File: src/hw/apt_pkg.sv
`default_nettype none
package apt_pkg;

  // ----------------------------------------------------------------
  // Command set
  // ----------------------------------------------------------------
  typedef enum logic [1:0] {
    APT_OP_POL  = 2'h0,
    APT_OP_COM  = 2'h1,
    APT_OP_STEP = 2'h2
  } apt_op_e;

  typedef enum logic [1:0] {
    APT_NV_POL  = 2'h0,
    APT_NV_COM  = 2'h1,
    APT_NV_STEP = 2'h2
  } apt_nv_e;

  localparam logic       STORE_RAM     = 1'b0;
  localparam logic       STORE_NV      = 1'b1;

  // ----------------------------------------------------------------
  // Operand ranges
  // ----------------------------------------------------------------
  localparam logic [2:0] AXIS_MIN      = 3'h1;
  localparam logic [2:0] POL_AXIS_MAX  = 3'h4;
  localparam logic [2:0] COM_AXIS_MAX  = 3'h6;
  localparam logic [2:0] STEP_AXIS_MAX = 3'h4;
  localparam logic [4:0] ITEM_MIN      = 5'h01;
  localparam logic [4:0] COM_ITEM_MAX  = 5'h03;
  localparam logic [4:0] STEP_ITEM_MAX = 5'h11;
  localparam logic [8:0] STEP_MAX      = 9'h190;
  localparam int         NUM_AXES      = 4;
  localparam int         NUM_BUSY      = 6;

  // ----------------------------------------------------------------
  // Polarity word: bit set = normally closed contact
  // ----------------------------------------------------------------
  localparam int         POL_BITS      = 16;
  localparam int         POL_USED      = 8;
  localparam int         POL_UPPER     = 0;
  localparam int         POL_LOWER     = 1;
  localparam int         POL_DOG       = 2;
  localparam int         POL_HOME      = 3;
  localparam int         POL_ESTOP     = 4;
  localparam int         POL_DRV_RDY   = 5;
  localparam int         POL_SERVO_ON  = 6;
  localparam int         POL_SERVO_RST = 7;
  localparam logic [15:0] POL_RESET    = 16'h0000;

  // ----------------------------------------------------------------
  // Common parameter items
  // ----------------------------------------------------------------
  localparam logic [4:0]  COM_PULSE_LVL = 5'h01;
  localparam logic [4:0]  COM_OVR_MODE  = 5'h02;
  localparam logic [4:0]  COM_PERIOD    = 5'h03;
  localparam logic [31:0] PERIOD_MIN    = 32'h0000_0001;
  localparam logic [31:0] PERIOD_MAX    = 32'h0000_000A;
  localparam logic [3:0]  PERIOD_RESET  = 4'h1;

  // ----------------------------------------------------------------
  // Controller registers
  // ----------------------------------------------------------------
  localparam logic [4:0]  REG_VALUE     = 5'h00;
  localparam logic [4:0]  REG_SEL       = 5'h04;
  localparam logic [4:0]  REG_GO        = 5'h08;
  localparam logic [4:0]  REG_STATUS    = 5'h0C;
  localparam logic [4:0]  REG_NVCNT     = 5'h10;
  localparam int          SEL_OP_LSB    = 0;
  localparam int          SEL_AXIS_LSB  = 4;
  localparam int          SEL_ITEM_LSB  = 8;
  localparam int          SEL_STEP_LSB  = 16;
  localparam int          SEL_NV_BIT    = 31;
  localparam int          ST_BUSY       = 0;
  localparam int          ST_DONE       = 1;
  localparam int          ST_ERR        = 2;
  localparam int          ST_LIMIT      = 3;
  localparam logic [19:0] NV_WR_LIMIT   = 20'hF4240;

endpackage : apt_pkg
`default_nettype wire

File: src/hw/apt_if.sv
`timescale 1ns/10ps
`default_nettype none
interface apt_if;
  import apt_pkg::*;
  logic          cmd_valid;
  apt_op_e       cmd_op;
  logic [2:0]    cmd_axis;
  logic [31:0]   cmd_value;
  logic [4:0]    cmd_item;
  logic [8:0]    cmd_step;
  logic          cmd_nv;
  logic          rsp_valid;
  logic          rsp_err;

  modport dev  (input  cmd_valid, cmd_op, cmd_axis, cmd_value, cmd_item, cmd_step, cmd_nv,
                output rsp_valid, rsp_err);
  modport host (output cmd_valid, cmd_op, cmd_axis, cmd_value, cmd_item, cmd_step, cmd_nv,
                input  rsp_valid, rsp_err);
endinterface : apt_if
`default_nettype wire

File: src/hw/apt_dev.sv
// Functional notes
// - Storage selector 0 volatile, 1 also flash.
// - Volatile values lost at power-off; flash kept.
// - Controller caps flash writes at 1,000,000.
// - Polarity command refused while axis operates.
// - Polarity bit set means normally closed contact.
// - Polarity bits 0-7 signals, 8-15 unused.
// - Polarity command: axes 1-4, 32-bit value.
// - Common command: axes 1-6, items 1-3.
// - Common flash writes have no count limit.
// - Common item 1: pulse output level.
// - Common item 2: override percent or speed.
// - Item 3 period 1-10 ms, else kept.
// - Common command refused while axis operates.
// - Step command: axes 1-4, items 1-17, steps 0-400.
// - Running step change applied after step ends.
// - Step flash commit covers only addressed axis.
//
// The placing of the registers and the address-and-strobe port are this design's own decisions.
`timescale 1ns/10ps
`default_nettype none
module apt_dev
  import apt_pkg::*;
(
  input  wire logic                        clock,
  input  wire logic                        srst,
  apt_if.dev                               link,
  input  wire logic [NUM_BUSY-1:0]         axis_busy,
  input  wire logic [NUM_AXES-1:0][8:0]    exec_step,
  input  wire logic [NUM_AXES-1:0]         step_done,
  output logic      [NUM_AXES-1:0][15:0]   pol_word_r,
  output logic                             pulse_high_r,
  output logic                             override_abs_r,
  output logic      [3:0]                  ctrl_period_r,
  output logic                             step_wr_r,
  output logic      [1:0]                  step_wr_axis_r,
  output logic      [8:0]                  step_wr_step_r,
  output logic      [4:0]                  step_wr_item_r,
  output logic      [31:0]                 step_wr_val_r,
  output logic                             nv_req_r,
  output apt_nv_e                          nv_kind_r,
  output logic      [2:0]                  nv_axis_r
);

  // ----------------------------------------------------------------
  // Decoding helpers
  // ----------------------------------------------------------------
  function automatic logic in_range(input apt_op_e op, input logic [2:0] ax,
                                    input logic [4:0] it, input logic [8:0] st);
    unique case (op)
      APT_OP_POL:  return (ax >= AXIS_MIN) && (ax <= POL_AXIS_MAX);
      APT_OP_COM:  return (ax >= AXIS_MIN) && (ax <= COM_AXIS_MAX)
                          && (it >= ITEM_MIN) && (it <= COM_ITEM_MAX);
      APT_OP_STEP: return (ax >= AXIS_MIN) && (ax <= STEP_AXIS_MAX)
                          && (it >= ITEM_MIN) && (it <= STEP_ITEM_MAX) && (st <= STEP_MAX);
      default:     return 1'b0;
    endcase
  endfunction

  // ----------------------------------------------------------------
  // Command qualification
  // ----------------------------------------------------------------
  logic                        legal;
  logic [2:0]                  ai;
  logic                        busy;
  logic                        defer;
  logic                        refuse;
  logic                        accept;
  logic                        direct_wr;
  logic [NUM_AXES-1:0]         pend_v_r;
  logic [NUM_AXES-1:0][8:0]    pend_step_r;
  logic [NUM_AXES-1:0][4:0]    pend_item_r;
  logic [NUM_AXES-1:0][31:0]   pend_val_r;
  logic [NUM_AXES-1:0]         done_seen_r;
  logic [NUM_AXES-1:0]         released;
  logic                        rel_any;
  logic [1:0]                  rel_i;

  always_comb
  begin
    legal  = in_range(link.cmd_op, link.cmd_axis, link.cmd_item, link.cmd_step);
    ai     = 3'(link.cmd_axis - AXIS_MIN);
    busy   = legal && axis_busy[ai];
    defer  = 1'b0;
    refuse = !legal;
    if (legal)
    begin
      unique case (link.cmd_op)
        APT_OP_POL:  refuse = busy;
        APT_OP_COM:  refuse = busy;
        APT_OP_STEP:
        begin
          defer  = busy && (link.cmd_step == exec_step[ai[1:0]]);
          refuse = defer && pend_v_r[ai[1:0]];
        end
        default:     refuse = 1'b1;
      endcase
    end
    accept    = link.cmd_valid && !refuse;
    direct_wr = accept && (link.cmd_op == APT_OP_STEP) && !defer;
  end

  // Lowest-index pending change whose step has ended, when the port is free
  always_comb
  begin
    rel_any  = 1'b0;
    rel_i    = 2'h0;
    released = '0;
    for (int a = NUM_AXES - 1; a >= 0; a--)
    begin
      if (pend_v_r[a] && done_seen_r[a])
      begin
        rel_any = 1'b1;
        rel_i   = 2'(a);
      end
    end
    if (rel_any && !direct_wr)
      released[rel_i] = 1'b1;
  end

  // ----------------------------------------------------------------
  // Answer to the controller
  // ----------------------------------------------------------------
  always_ff @(posedge clock)
  begin
    if (srst)
    begin
      link.rsp_valid <= 1'b0;
      link.rsp_err   <= 1'b0;
    end
    else
    begin
      link.rsp_valid <= link.cmd_valid;
      link.rsp_err   <= link.cmd_valid && refuse;
    end
  end

  // ----------------------------------------------------------------
  // Signal polarity words
  // ----------------------------------------------------------------
  always_ff @(posedge clock)
  begin
    if (srst)
      pol_word_r <= {NUM_AXES{POL_RESET}};
    else if (accept && (link.cmd_op == APT_OP_POL))
    begin
      // Low byte maps one signal per bit, upper byte kept clear
      pol_word_r[ai[1:0]] <= {{(POL_BITS-POL_USED){1'b0}},
                              link.cmd_value[POL_USED-1:0]};
    end
  end

  // ----------------------------------------------------------------
  // Common parameters
  // ----------------------------------------------------------------
  always_ff @(posedge clock)
  begin
    if (srst)
    begin
      pulse_high_r   <= 1'b0;
      override_abs_r <= 1'b0;
      ctrl_period_r  <= PERIOD_RESET;
    end
    else if (accept && (link.cmd_op == APT_OP_COM))
    begin
      if (link.cmd_item == COM_PULSE_LVL)
        pulse_high_r <= link.cmd_value[0];
      if (link.cmd_item == COM_OVR_MODE)
        override_abs_r <= link.cmd_value[0];
      if ((link.cmd_item == COM_PERIOD) && ($signed(link.cmd_value) >= $signed(PERIOD_MIN))
          && ($signed(link.cmd_value) <= $signed(PERIOD_MAX)))
        ctrl_period_r <= link.cmd_value[3:0];
    end
  end

  // ----------------------------------------------------------------
  // Deferred step changes
  // ----------------------------------------------------------------
  always_ff @(posedge clock)
  begin
    if (srst)
    begin
      pend_v_r    <= '0;
      pend_step_r <= '0;
      pend_item_r <= '0;
      pend_val_r  <= '0;
    end
    else
    begin
      for (int a = 0; a < NUM_AXES; a++)
      begin
        if (accept && defer && (ai[1:0] == 2'(a)))
        begin
          pend_v_r[a]    <= 1'b1;
          pend_step_r[a] <= link.cmd_step;
          pend_item_r[a] <= link.cmd_item;
          pend_val_r[a]  <= link.cmd_value;
        end
        else if (released[a])
          pend_v_r[a] <= 1'b0;
      end
    end
  end

  // Step end is remembered until the held change has gone out
  always_ff @(posedge clock)
  begin
    if (srst)
      done_seen_r <= '0;
    else
      done_seen_r <= step_done | (done_seen_r & pend_v_r & ~released);
  end

  // ----------------------------------------------------------------
  // Step data write port
  // ----------------------------------------------------------------
  always_ff @(posedge clock)
  begin
    if (srst)
    begin
      step_wr_r      <= 1'b0;
      step_wr_axis_r <= 2'h0;
      step_wr_step_r <= 9'h000;
      step_wr_item_r <= 5'h00;
      step_wr_val_r  <= 32'h0000_0000;
    end
    else if (direct_wr)
    begin
      step_wr_r      <= 1'b1;
      step_wr_axis_r <= ai[1:0];
      step_wr_step_r <= link.cmd_step;
      step_wr_item_r <= link.cmd_item;
      step_wr_val_r  <= link.cmd_value;
    end
    else if (rel_any)
    begin
      step_wr_r      <= 1'b1;
      step_wr_axis_r <= rel_i;
      step_wr_step_r <= pend_step_r[rel_i];
      step_wr_item_r <= pend_item_r[rel_i];
      step_wr_val_r  <= pend_val_r[rel_i];
    end
    else
      step_wr_r <= 1'b0;
  end

  // ----------------------------------------------------------------
  // Flash commit requests; working copies above are volatile
  // ----------------------------------------------------------------
  always_ff @(posedge clock)
  begin
    if (srst)
    begin
      nv_req_r  <= 1'b0;
      nv_kind_r <= APT_NV_POL;
      nv_axis_r <= 3'h0;
    end
    else
    begin
      nv_req_r <= accept && (link.cmd_nv == STORE_NV);
      if (accept)
      begin
        nv_axis_r <= link.cmd_axis;
        nv_kind_r <= apt_nv_e'(link.cmd_op);
      end
    end
  end

endmodule // apt_dev
`default_nettype wire

File: src/flat_wrapper.sv
// flat-port wrapper written by rule: the top's interface ports become plain ports
module apt_dev_flat import apt_pkg::*;
  (clock, srst, axis_busy, exec_step, step_done, pol_word_r, pulse_high_r, override_abs_r, ctrl_period_r, step_wr_r, step_wr_axis_r, step_wr_step_r, step_wr_item_r, step_wr_val_r, nv_req_r, nv_kind_r, nv_axis_r, link_cmd_valid, link_cmd_op, link_cmd_axis, link_cmd_value, link_cmd_item, link_cmd_step, link_cmd_nv, link_rsp_valid, link_rsp_err);
  apt_if link_i ();
  input  wire logic clock;
  input  wire logic srst;
  input  wire logic [NUM_BUSY-1:0] axis_busy;
  input  wire logic [NUM_AXES-1:0][8:0] exec_step;
  input  wire logic [NUM_AXES-1:0] step_done;
  output logic      [NUM_AXES-1:0][15:0] pol_word_r;
  output logic pulse_high_r;
  output logic override_abs_r;
  output logic      [3:0] ctrl_period_r;
  output logic step_wr_r;
  output logic      [1:0] step_wr_axis_r;
  output logic      [8:0] step_wr_step_r;
  output logic      [4:0] step_wr_item_r;
  output logic      [31:0] step_wr_val_r;
  output logic nv_req_r;
  output apt_nv_e nv_kind_r;
  output logic      [2:0] nv_axis_r;
  input wire logic [$bits(link_i.cmd_valid)-1:0] link_cmd_valid;
  input wire logic [$bits(link_i.cmd_op)-1:0] link_cmd_op;
  input wire logic [$bits(link_i.cmd_axis)-1:0] link_cmd_axis;
  input wire logic [$bits(link_i.cmd_value)-1:0] link_cmd_value;
  input wire logic [$bits(link_i.cmd_item)-1:0] link_cmd_item;
  input wire logic [$bits(link_i.cmd_step)-1:0] link_cmd_step;
  input wire logic [$bits(link_i.cmd_nv)-1:0] link_cmd_nv;
  output wire logic [$bits(link_i.rsp_valid)-1:0] link_rsp_valid;
  output wire logic [$bits(link_i.rsp_err)-1:0] link_rsp_err;
  assign link_i.cmd_valid = link_cmd_valid;
  assign link_i.cmd_op = link_cmd_op;
  assign link_i.cmd_axis = link_cmd_axis;
  assign link_i.cmd_value = link_cmd_value;
  assign link_i.cmd_item = link_cmd_item;
  assign link_i.cmd_step = link_cmd_step;
  assign link_i.cmd_nv = link_cmd_nv;
  assign link_rsp_valid = link_i.rsp_valid;
  assign link_rsp_err = link_i.rsp_err;
  apt_dev u_core (.clock(clock), .srst(srst), .link(link_i), .axis_busy(axis_busy), .exec_step(exec_step), .step_done(step_done), .pol_word_r(pol_word_r), .pulse_high_r(pulse_high_r), .override_abs_r(override_abs_r), .ctrl_period_r(ctrl_period_r), .step_wr_r(step_wr_r), .step_wr_axis_r(step_wr_axis_r), .step_wr_step_r(step_wr_step_r), .step_wr_item_r(step_wr_item_r), .step_wr_val_r(step_wr_val_r), .nv_req_r(nv_req_r), .nv_kind_r(nv_kind_r), .nv_axis_r(nv_axis_r));
endmodule
File: config.mk
export PLATFORM = sky130hd
export DESIGN_NAME = apt_dev_flat
export DESIGN_NICKNAME = d
export VERILOG_FILES = /design/src/hw/apt_pkg.sv /design/src/hw/apt_if.sv /design/src/hw/apt_dev.sv /design/src/flat_wrapper.sv
export SDC_FILE = /design/constraint.sdc
export NUM_CORES = 1
export LEC_CHECK = 0
export BUFFER_PORTS_ARGS = -buffer_cell sky130_fd_sc_hd__buf_4
export CAP_MARGIN = 30
export CORE_ASPECT_RATIO = 0.8
export CORE_MARGIN = 5
export CORE_UTILIZATION = 45
export DETAILED_ROUTE_END_ITERATION = 8
export GPL_TIMING_DRIVEN = 0
export HOLD_SLACK_MARGIN = 0.15
export PLACE_DENSITY_LB_ADDON = 0.08
export SETUP_SLACK_MARGIN = 0.02
export SLEW_MARGIN = 0
export SYNTH_ARGS = -nofsm -noshare
export SYNTH_HDL_FRONTEND = slang
export SYNTH_SLANG_ARGS = --single-unit
File: constraint.sdc
create_clock -name clock -period 4.4 [get_ports clock]
set_clock_uncertainty 0.1 [all_clocks]
set_input_delay 0.44 -clock clock [delete_from_list [all_inputs] [get_ports clock]]
set_output_delay 0.44 -clock clock [all_outputs]
set_load 0.05 [all_outputs]
Word-level counts from Yosys, hierarchy flattened. Index checks and enable logic that the tools add are counted.

Output and inout port bits: 127. Input bits: 101. Register bits: 319. Logic and storage cells: 157.

Add/sub/neg operators: 1. Equal/unequal tests: 9. Multiplexer cells: 49. Bitwise gates (word level): 4. Reduce and logical (&&, ||, !) cells: 46. Magnitude comparators: 14.

Operators with widths (number): $mux 32 (3); $bmux 32 s2 (1); $bwmux 64 (1); $bmux 9 s2 (2); $mux 9 (4); $demux 16 s2 (1); $ge 32x2->1 const B (1); $le 32x5->1 const B (1); $logic_and 1x1->1 (31); $mux 1 (20); $mux 16 (1); $mux 5 (3); $mux 2 (6); $bmux 5 s2 (1); $eq 5x2->1 const B (2); $reduce_bool 2->1 (5); $eq 9x9->1 (1); $le 9x9->1 const B (1); $and 4x4->4 (2); $eq 2x2->1 const B (3); $le 3x3->1 const B (2); $lt 2x3->1 const B (2); $reduce_and 2->1 (3); $eq 5x1->1 const B (1); 19 further kinds (25).

Longest topological paths before layout. Gate-level depths: netlist of run 1.

Depth after elaboration: 21. Gate-level depth with buffers: 16. Depth with buffers taken out: 9.

Least setup slack after synthesis of run 1. Ideal clock, no wire load.

Kind: input to register. Start: in link_cmd_axis[0]. End: reg u_core.step_wr_val_r[10]. Path slack: 749 ps. Setup time: 70 ps. Cell stages on the path: 15. Arrival: 3481 ps. Cells stage by stage: buf_6 > buf_2 > inv_1 > ha_1 > buf_2 > buf_4 > mux4_2 > xor2_1 > nand4b_1 > a211o_1 > o31a_1 > buf_2 > buf_6 > a311o_1 > a21oi_1.

Cells in the longest elaborated chain, start to end: 16. Elaborated cells between the ends (all ways): 34. Those cells by class: add/sub (1); order compare (3); eq/ne (1); mux (12); reduce/logical (17).

RTL lines: from (decl) (line flat_wrapper.sv:24) `input wire logic [$bits(link_i.cmd_axis)-1:0] link_cmd_axis;`; branches (longest 14 deep; another with $sub 3x1->3); $logic_and 1x1->1 (*) (line apt_dev.sv:100) `direct_wr = accept && (link.cmd_op == APT_OP_STEP) && !defer;`; $mux 32 / $reduce_bool 2->1 (equally long branches); to (signal assigned) (line apt_dev.sv:233) `step_wr_val_r <= link.cmd_value;`; to (signal assigned) (line apt_dev.sv:241) `step_wr_val_r <= pend_val_r[rel_i];`; to (decl) (line apt_dev.sv:39) `output logic [31:0] step_wr_val_r,`.

Mark *: on every way between the ends. The select of a mux whose other input is x is not followed. A chain may end at the register's enable or synchronous reset.

Worst setup path in the final report of run 1.
Start: in link_cmd_axis[1]. End: reg u_core.step_wr_val_r[3].

The elaborated chain is that of the path after synthesis.

==> summary.txt, run 1 <==
Syn avg cell area: 9.66 sq um
Clock tree buffer depth: 3
Crit path required time: 4.71 ns
Clock Latency Late Sink: 0.57 ns
Rows: 56
Clock slew seen by the registers of the worst setup and hold paths: 0.06 ns
P per Cell Area: 345 nW/um^2
Max-Cap Viols: 0
First-pass GRT wire length: 66400 um
Top Usage Layer GRT: met2
Outcome: complete, no violations
Worst min path class: in -> reg
Initial antenna violation count: 1
LEAKAGE: 0.00733 uW
Vias in the first global route: 11.3k
Met1 GRT Util: 35.7%
Slowest stage delay, CP: 0.52 ns
Main synth FF type: dfxtp_1
Layout Nets: 1789
Post-synth EDFFs: 0
Most used cell, CP: buf_4
Post-synthesis sequential area ratio: 43.4%
Die area: 32900 sq um
H-tree Lvls: 1
Post-Place Cells: 1972
Sink Count: 287
Synthesis-to-layout area growth: 27.2%
Top delay family on crit path: buffers and inverters
Crit path max fanout: 10
Peak VDD IR: 256 uV
Type of the worst setup path: in -> reg
Post-route ant nets: 0
Placer Congestion: 0.816
Cells after synthesis: 1370
Final Hold Fails: 0
F_max: 0.249 GHz
Die X-Extent: 202 um
Layout cells sized above 1: 18.4%
Drt pass-1 iters: 6
Largest net degree at the start of global routing: 15
Post-Layout Cell Count: 2083
Crit start category: input port
Max-slew violation count: 0
Met3 usage: 7.05%
Total number of yosys warnings: 0
Post-DP HPWL: 30000 um
Library cells used by synthesis: 52
Setup violators final: 0
Post-Synthesis Cell Area: 13200 sq um
Total track usage: 25.4%
Port bufs: 193
Crit path DAT: 4.33 ns
CTS Root Cell: clkbuf_16
Critical-path top delay cell: dlygate4sd3_1
Remaining DRCs: 0
Remaining global-route overflow: 0
CTS tree: built
GRT met2 Usage: 39.3%
Initial core utilization: 45.4%
Critical path cell sequence: dlygate4sd3_1, buf_4, inv_1, ha_1, buf_2, buf_4, mux4_2, xor2_1, nand4b_1, a211o_1, o31a_1, clkbuf_2, clkbuf_1, nand2_1, a21oi_1
Vias post-DR: 11.4k
WL per Instance: 20.7 um
CORE AREA: 29100 sq um
CP Capture Type: flop
FFs w/ async S/R, synth: 0%
I/O Pins: 228
Setup TNS: 0 ns
TritonCTS buffer count: 30
Vias per cell: 5.45
Max_slew headroom: 33.5%
DRT Wirelength: 43200 um
Fillcell total: 2672
Drt initial violations: 1171
Seq cells post-synth: 287
Die extent in y: 163 um
RSZ-0062 raised after global routing: false
Worst Path Buf+Inv: 7
Crit path time final: 4.02 ns
Util after Layout: 57.7%
Measured slew at the worst slew-check pin: 0.994 ns
Crit share post-route: 91.3%
-- worst paths after layout --
path | startpoint | endpoint | slack [ns] | depth (start not counted)
worst min register to register | u_core.pend_val_r[67] | u_core.pend_val_r[67] | 0.38 | 2
worst max register to register | u_core.pend_v_r[0] | u_core.step_wr_val_r[21] | 1.35 | 8
worst max-delay path | link_cmd_axis[1] | u_core.step_wr_val_r[3] | 0.38 | 15
worst min-delay path | srst | u_core.pend_v_r[3] | 0.36 | 4
-- what timing repair did --
action | 4_1_cts | 5_1_grt
endpoints found under the hold margin | 125 | 0
resized for setup | 0 | 2
hold buffers | 55 | 0
setup endpoints to repair | 0 | 21
setup buffers | 0 | 0
-- through the flow --
step / hold WS (ns) / total power, uW / setup WS (ns) / area (sq um)
after global routing: 0.394 / 6000 / 0.155 / 16800
after detailed placement: 0.363 / 3240 / -0.320 / 15300
after CTS: 0.345 / 5850 / 0.256 / 16800
final: 0.363 / 5810 / 0.381 / 16800
after floorplan: 0.348 / 3030 / 0.749 / 13300
after global placement: 0.358 / 3240 / -0.275 / 15300
-- worst reg2reg max path, cell delays in order (launching register included) --
cell      delay [ns]
dfxtp_1         0.36
nand2_1         0.14
nand2_1         0.13
nor3_1          0.69
buf_4           0.29
clkbuf_1        0.51
a222oi_1        0.24
a311o_1         0.36
a21oi_1         0.15
-- area by class of cell --
type                    instances  area (sq um)  share of cell area, %
clock inverters                12           119                  0.706
repair buffers                249          2010                   11.9
well taps                     377           472                   2.80
multi-input cells             971          6820                   40.6
inverters                       7          26.3                  0.156
flip-flops and latches        287          5750                   34.1
plain buffers                 136           749                   4.45
clock buffers                  43           881                   5.23
diodes                          1          2.50                 0.0149
-- cell usage after synthesis, types with 2 or more instances --
library cell  count  area share [%]
a311o_1          46             3.5
and3_1            2           0.095
dfxtp_1         287              43
mux4_2            7             1.2
o21ai_0          12            0.45
xnor2_1          11            0.73
buf_2            10            0.38
o2111ai_1         2            0.13
buf_4            36             2.0
nand3_1          12            0.45
and2_1            3            0.14
o31ai_1           3            0.17
nor2b_1           4            0.19
ha_1              6            0.57
nand2_1         109             3.1
nor4_1            9            0.43
a222oi_1         46             3.5
a21oi_1          61             2.3
nand4_1           3            0.14
buf_6            12             1.0
nand3b_1          2            0.11
o22ai_1           3            0.14
mux2i_1         229              17
clkbuf_1         77             2.2
o31a_1            2            0.13
or3_1             5            0.24
nand2b_1        236              11
nor2_1           95             2.7
nor3_1           10            0.38
mux2_1            2            0.17
inv_1             7            0.20
-- per-layer routing --
metal	routed length (um)	up-vias
met5	0	-
met4	794	0
met3	3820	55
met2	18900	440
met1	19700	5458
li1	-	5401
-- power by group --
group	total, uW	switching (uW)	internal, uW
Combinational	604	360	244
Sequential	2630	10.9	2620
Clock	2580	1080	1510
-- layout by cell type, fill, tap and decap left out, types with 4 or more instances in the layout --
cell           instances
nor2b_1                4
conb_1                32
clkbuf_1              82
mux4_2                 7
a21oi_1               61
nand2_1              109
mux2i_1              229
o21ai_0               12
a311o_1               46
buf_6                 12
clkbuf_16             31
buf_2                 10
nand3_1               12
dlygate4sd3_1         55
buf_4                230
inv_1                  7
xnor2_1               11
or3_1                  5
clkbuf_8               6
dfxtp_1              287
clkinv_2               7
nor3_1                10
nand2b_1             236
nor4_1                 9
a222oi_1              46
nor2_1                95
ha_1                   6
-- logic make-up after synthesis --
family,Yosys count,synth area share (%)
other,1,0.0283
AND/OR/NAND/NOR,496,19.5
adder cells (fa/ha/maj),6,0.568
AO/OA/AOI/OAI,186,11.0
XOR/XNOR,12,0.795
flip-flops,287,43.4
multiplexers,239,18.8
buffers and inverters,143,5.86
-- sequential cells by signal, indices dropped and copies added (netlist names), 2 cells and up --
signal	cells
u_core.step_wr_item_r	5
u_core.step_wr_axis_r	2
u_core.nv_axis_r	3
u_core.ctrl_period_r	4
u_core.pend_step_r	36
u_core.step_wr_val_r	32
u_core.nv_kind_r	2
u_core.step_wr_step_r	9
u_core.pol_word_r	32
u_core.pend_val_r	128
u_core.pend_v_r	4
u_core.pend_item_r	20
u_core.done_seen_r	4
(Power assumes the default switching activity.)
==> run 2: changes to the inputs <==
Settings changed: CELL_PAD_IN_SITES_DETAIL_PLACEMENT from default to 0, CELL_PAD_IN_SITES_GLOBAL_PLACEMENT from default to 2, CORE_ASPECT_RATIO 0.8 to 0.7, CORE_UTILIZATION 45 to 35.
==> summary.txt, run 2 (synthesis results as in run 1) <==
Setup TNS: 0 ns
Register area: 5750 sq um
H-tree Lvls: 1
Max-slew violation count: 0
Layout Nets: 1787
Final Cell Area: 16900 sq um
Type of the worst setup path: in -> reg
Hold Path End: u_core.step_wr_val_r[0]
Remaining global-route overflow: 0
Seq pwr share: 45.8%
Power share of the combinational group: 10.7%
Multi-input logic area: 6830 sq um
Crit path DAT: 4.55 ns
Util after Layout: 45.3%
First-pass GRT wire length: 71600 um
Leading cell types in the layout, fill and taps excluded: dfxtp_1, nand2b_1, buf_4, mux2i_1, nand2_1
Rows: 59
DRT Wirelength: 47100 um
CTS tree: built
Power share of the clock group: 43.5%
F_max: 0.240 GHz
WL per Instance: 21.5 um
CORE AREA: 37300 sq um
Largest net degree at the start of global routing: 15
Clock slew seen by the registers of the worst setup and hold paths: 0.07 ns
Depth of the worst register-to-register path: 7
Sw Pwr: 1480 uW
Measured slew at the worst slew-check pin: 1.04 ns
Critical-path top delay cell: nor2_4
Worst min path class: in -> reg
Final setup margin: 0.232 ns
Crit path required time: 4.78 ns
Top delay family on crit path: buffers and inverters
Clock Latency Late Sink: 0.57 ns
Commonest non-fill, non-tap cell in the layout: dfxtp_1
Crit start category: input port
Slowest stage delay, CP: 0.53 ns
Port bufs: 193
Outcome: complete, no violations
Initial antenna violation count: 1
Vias in the first global route: 11.3k
Post-Place Cells: 2083
R2r setup slk: 1.41 ns
Drt initial violations: 781
I/O Pins: 228
TritonCTS buffer count: 29
Min-Delay Path Depth: 3
Hold Startpoint: link_cmd_value[0]
P per Cell Area: 339 nW/um^2
Initial core utilization: 35.5%
Largest register FFs: 128
CP Capture Type: flop
Synthesis-to-layout area growth: 27.7%
Max-Cap Viols: 0
Diodes inserted: 0
Setup violators final: 0
Total track usage: 21.5%
Peak VDD IR: 266 uV
Vias per cell: 5.16
RSZ-0062 raised after global routing: false
Layout cells sized above 1: 18.5%
Worst Path Buf+Inv: 7
Vias post-DR: 11.3k
Die area: 41800 sq um
Final Hold Fails: 0
Crit share post-route: 94.7%
Post-place setup slack: -0.576 ns
Remaining DRCs: 0
Die extent in y: 173 um
CTS Root Cell: clkbuf_16
Post-DP HPWL: 33500 um
Drt pass-1 iters: 8
Fillcell total: 3648
Placer Congestion: 0.760
Reg-to-reg endpoint: u_core.step_wr_val_r[28]
Post-route ant nets: 0
Sink Count: 287
Most used cell, CP: buf_2
Crit path max fanout: 10
Max_slew headroom: 30.6%
Switching Fraction: 25.9%
Die X-Extent: 242 um
Number of setup buffers added after CTS: 0
Biggest regs: u_core.pend_val_r x128, u_core.pend_step_r x36
P_int: 4250 uW
Largest Register: u_core.pend_val_r
Post-Layout Cell Count: 2190
RR Startpoint: u_core.pend_v_r[0]
Placed inst area: 15400 sq um
Clock tree buffer depth: 3
Critical path cell sequence: buf_4, buf_6, buf_2, inv_1, ha_1, buf_2, buf_4, mux4_2, xnor2_1, nand3_1, nor2_1, nand4_1, nor2_4, buf_2, mux2i_1
LEAKAGE: 0.00731 uW
Crit path time final: 4.17 ns
run 2: cell types whose count changed in the layout (fill, tap and decap cells not counted), moves of 2 or more:
cell / before / now
clkbuf_16: 31 / 29
clkinvlp_4: 2 / 0
clkbuf_2: 1 / 3
clkinv_2: 7 / 9
clkbuf_1: 82 / 80
run 2: power by group through the flow:
stage	clock [uW]	combinational, uW	sequential (uW)
after global placement	0	573	2680
final	2490	614	2630
after global routing	2630	654	2630
after floorplan	0	291	2740
after detailed placement	0	573	2680
after CTS	2540	614	2630
run 2: how the worst max path moves through the flow:
| stage | from | endpoint | slack (ns) | cells after the start |
|---|---|---|---|---|
| 2_1_floorplan | link_cmd_axis[0] | u_core.step_wr_val_r[10] | 0.75 | 15 |
| 3_3_place_gp | link_cmd_axis[0] | u_core.pend_val_r[96] | -0.54 | 15 |
| 3_5_place_dp | link_cmd_axis[0] | u_core.pend_item_r[15] | -0.58 | 15 |
| 4_1_cts | link_cmd_axis[0] | u_core.step_wr_step_r[4] | 0.04 | 16 |
| 5_1_grt | link_cmd_axis[0] | u_core.pend_val_r[99] | 0.03 | 15 |
| 6_report | link_cmd_axis[0] | u_core.pend_item_r[15] | 0.23 | 15 |
run 2: area by class of cell:
type	count	area share (%)
buffer	136	4.45
timing repair buffer	248	11.8
tap	488	3.61
sequential	287	34.0
clock inverter	11	0.496
clock buffer	42	5.00
inverter	7	0.156
multi-input combinational	971	40.5
run 2: per-layer routing:
metal  wire length (um)  GRT usage [%]  share of wire, %  vias to the layer above
met1              23400           32.2                50                     5612
li1                   -              -                 -                     5402
met2              20900           33.5                44                      231
met3               1820           2.67               3.9                       61
met4               1020           4.52               2.2                        2
met5                 13              0             0.028                        -
run 2: worst min-delay path: stages:
cell      delay [ns]
clkbuf_1        0.24
nand2_1         0.12
a21oi_1         0.06
run 2: what timing repair did:
action	4_1_cts	5_1_grt
hold endpoints to repair	116	0
endpoints found under the setup margin	5	45
hold buffers	54	0
gates resized for setup	1	6
run 2: per-stage QoR:
step	total power (uW)	hold slack, ns
2_1_floorplan	3030	0.348
3_3_place_gp	3260	0.358
3_5_place_dp	3260	0.363
4_1_cts	5780	0.223
5_1_grt	5910	0.271
6_report	5730	0.240
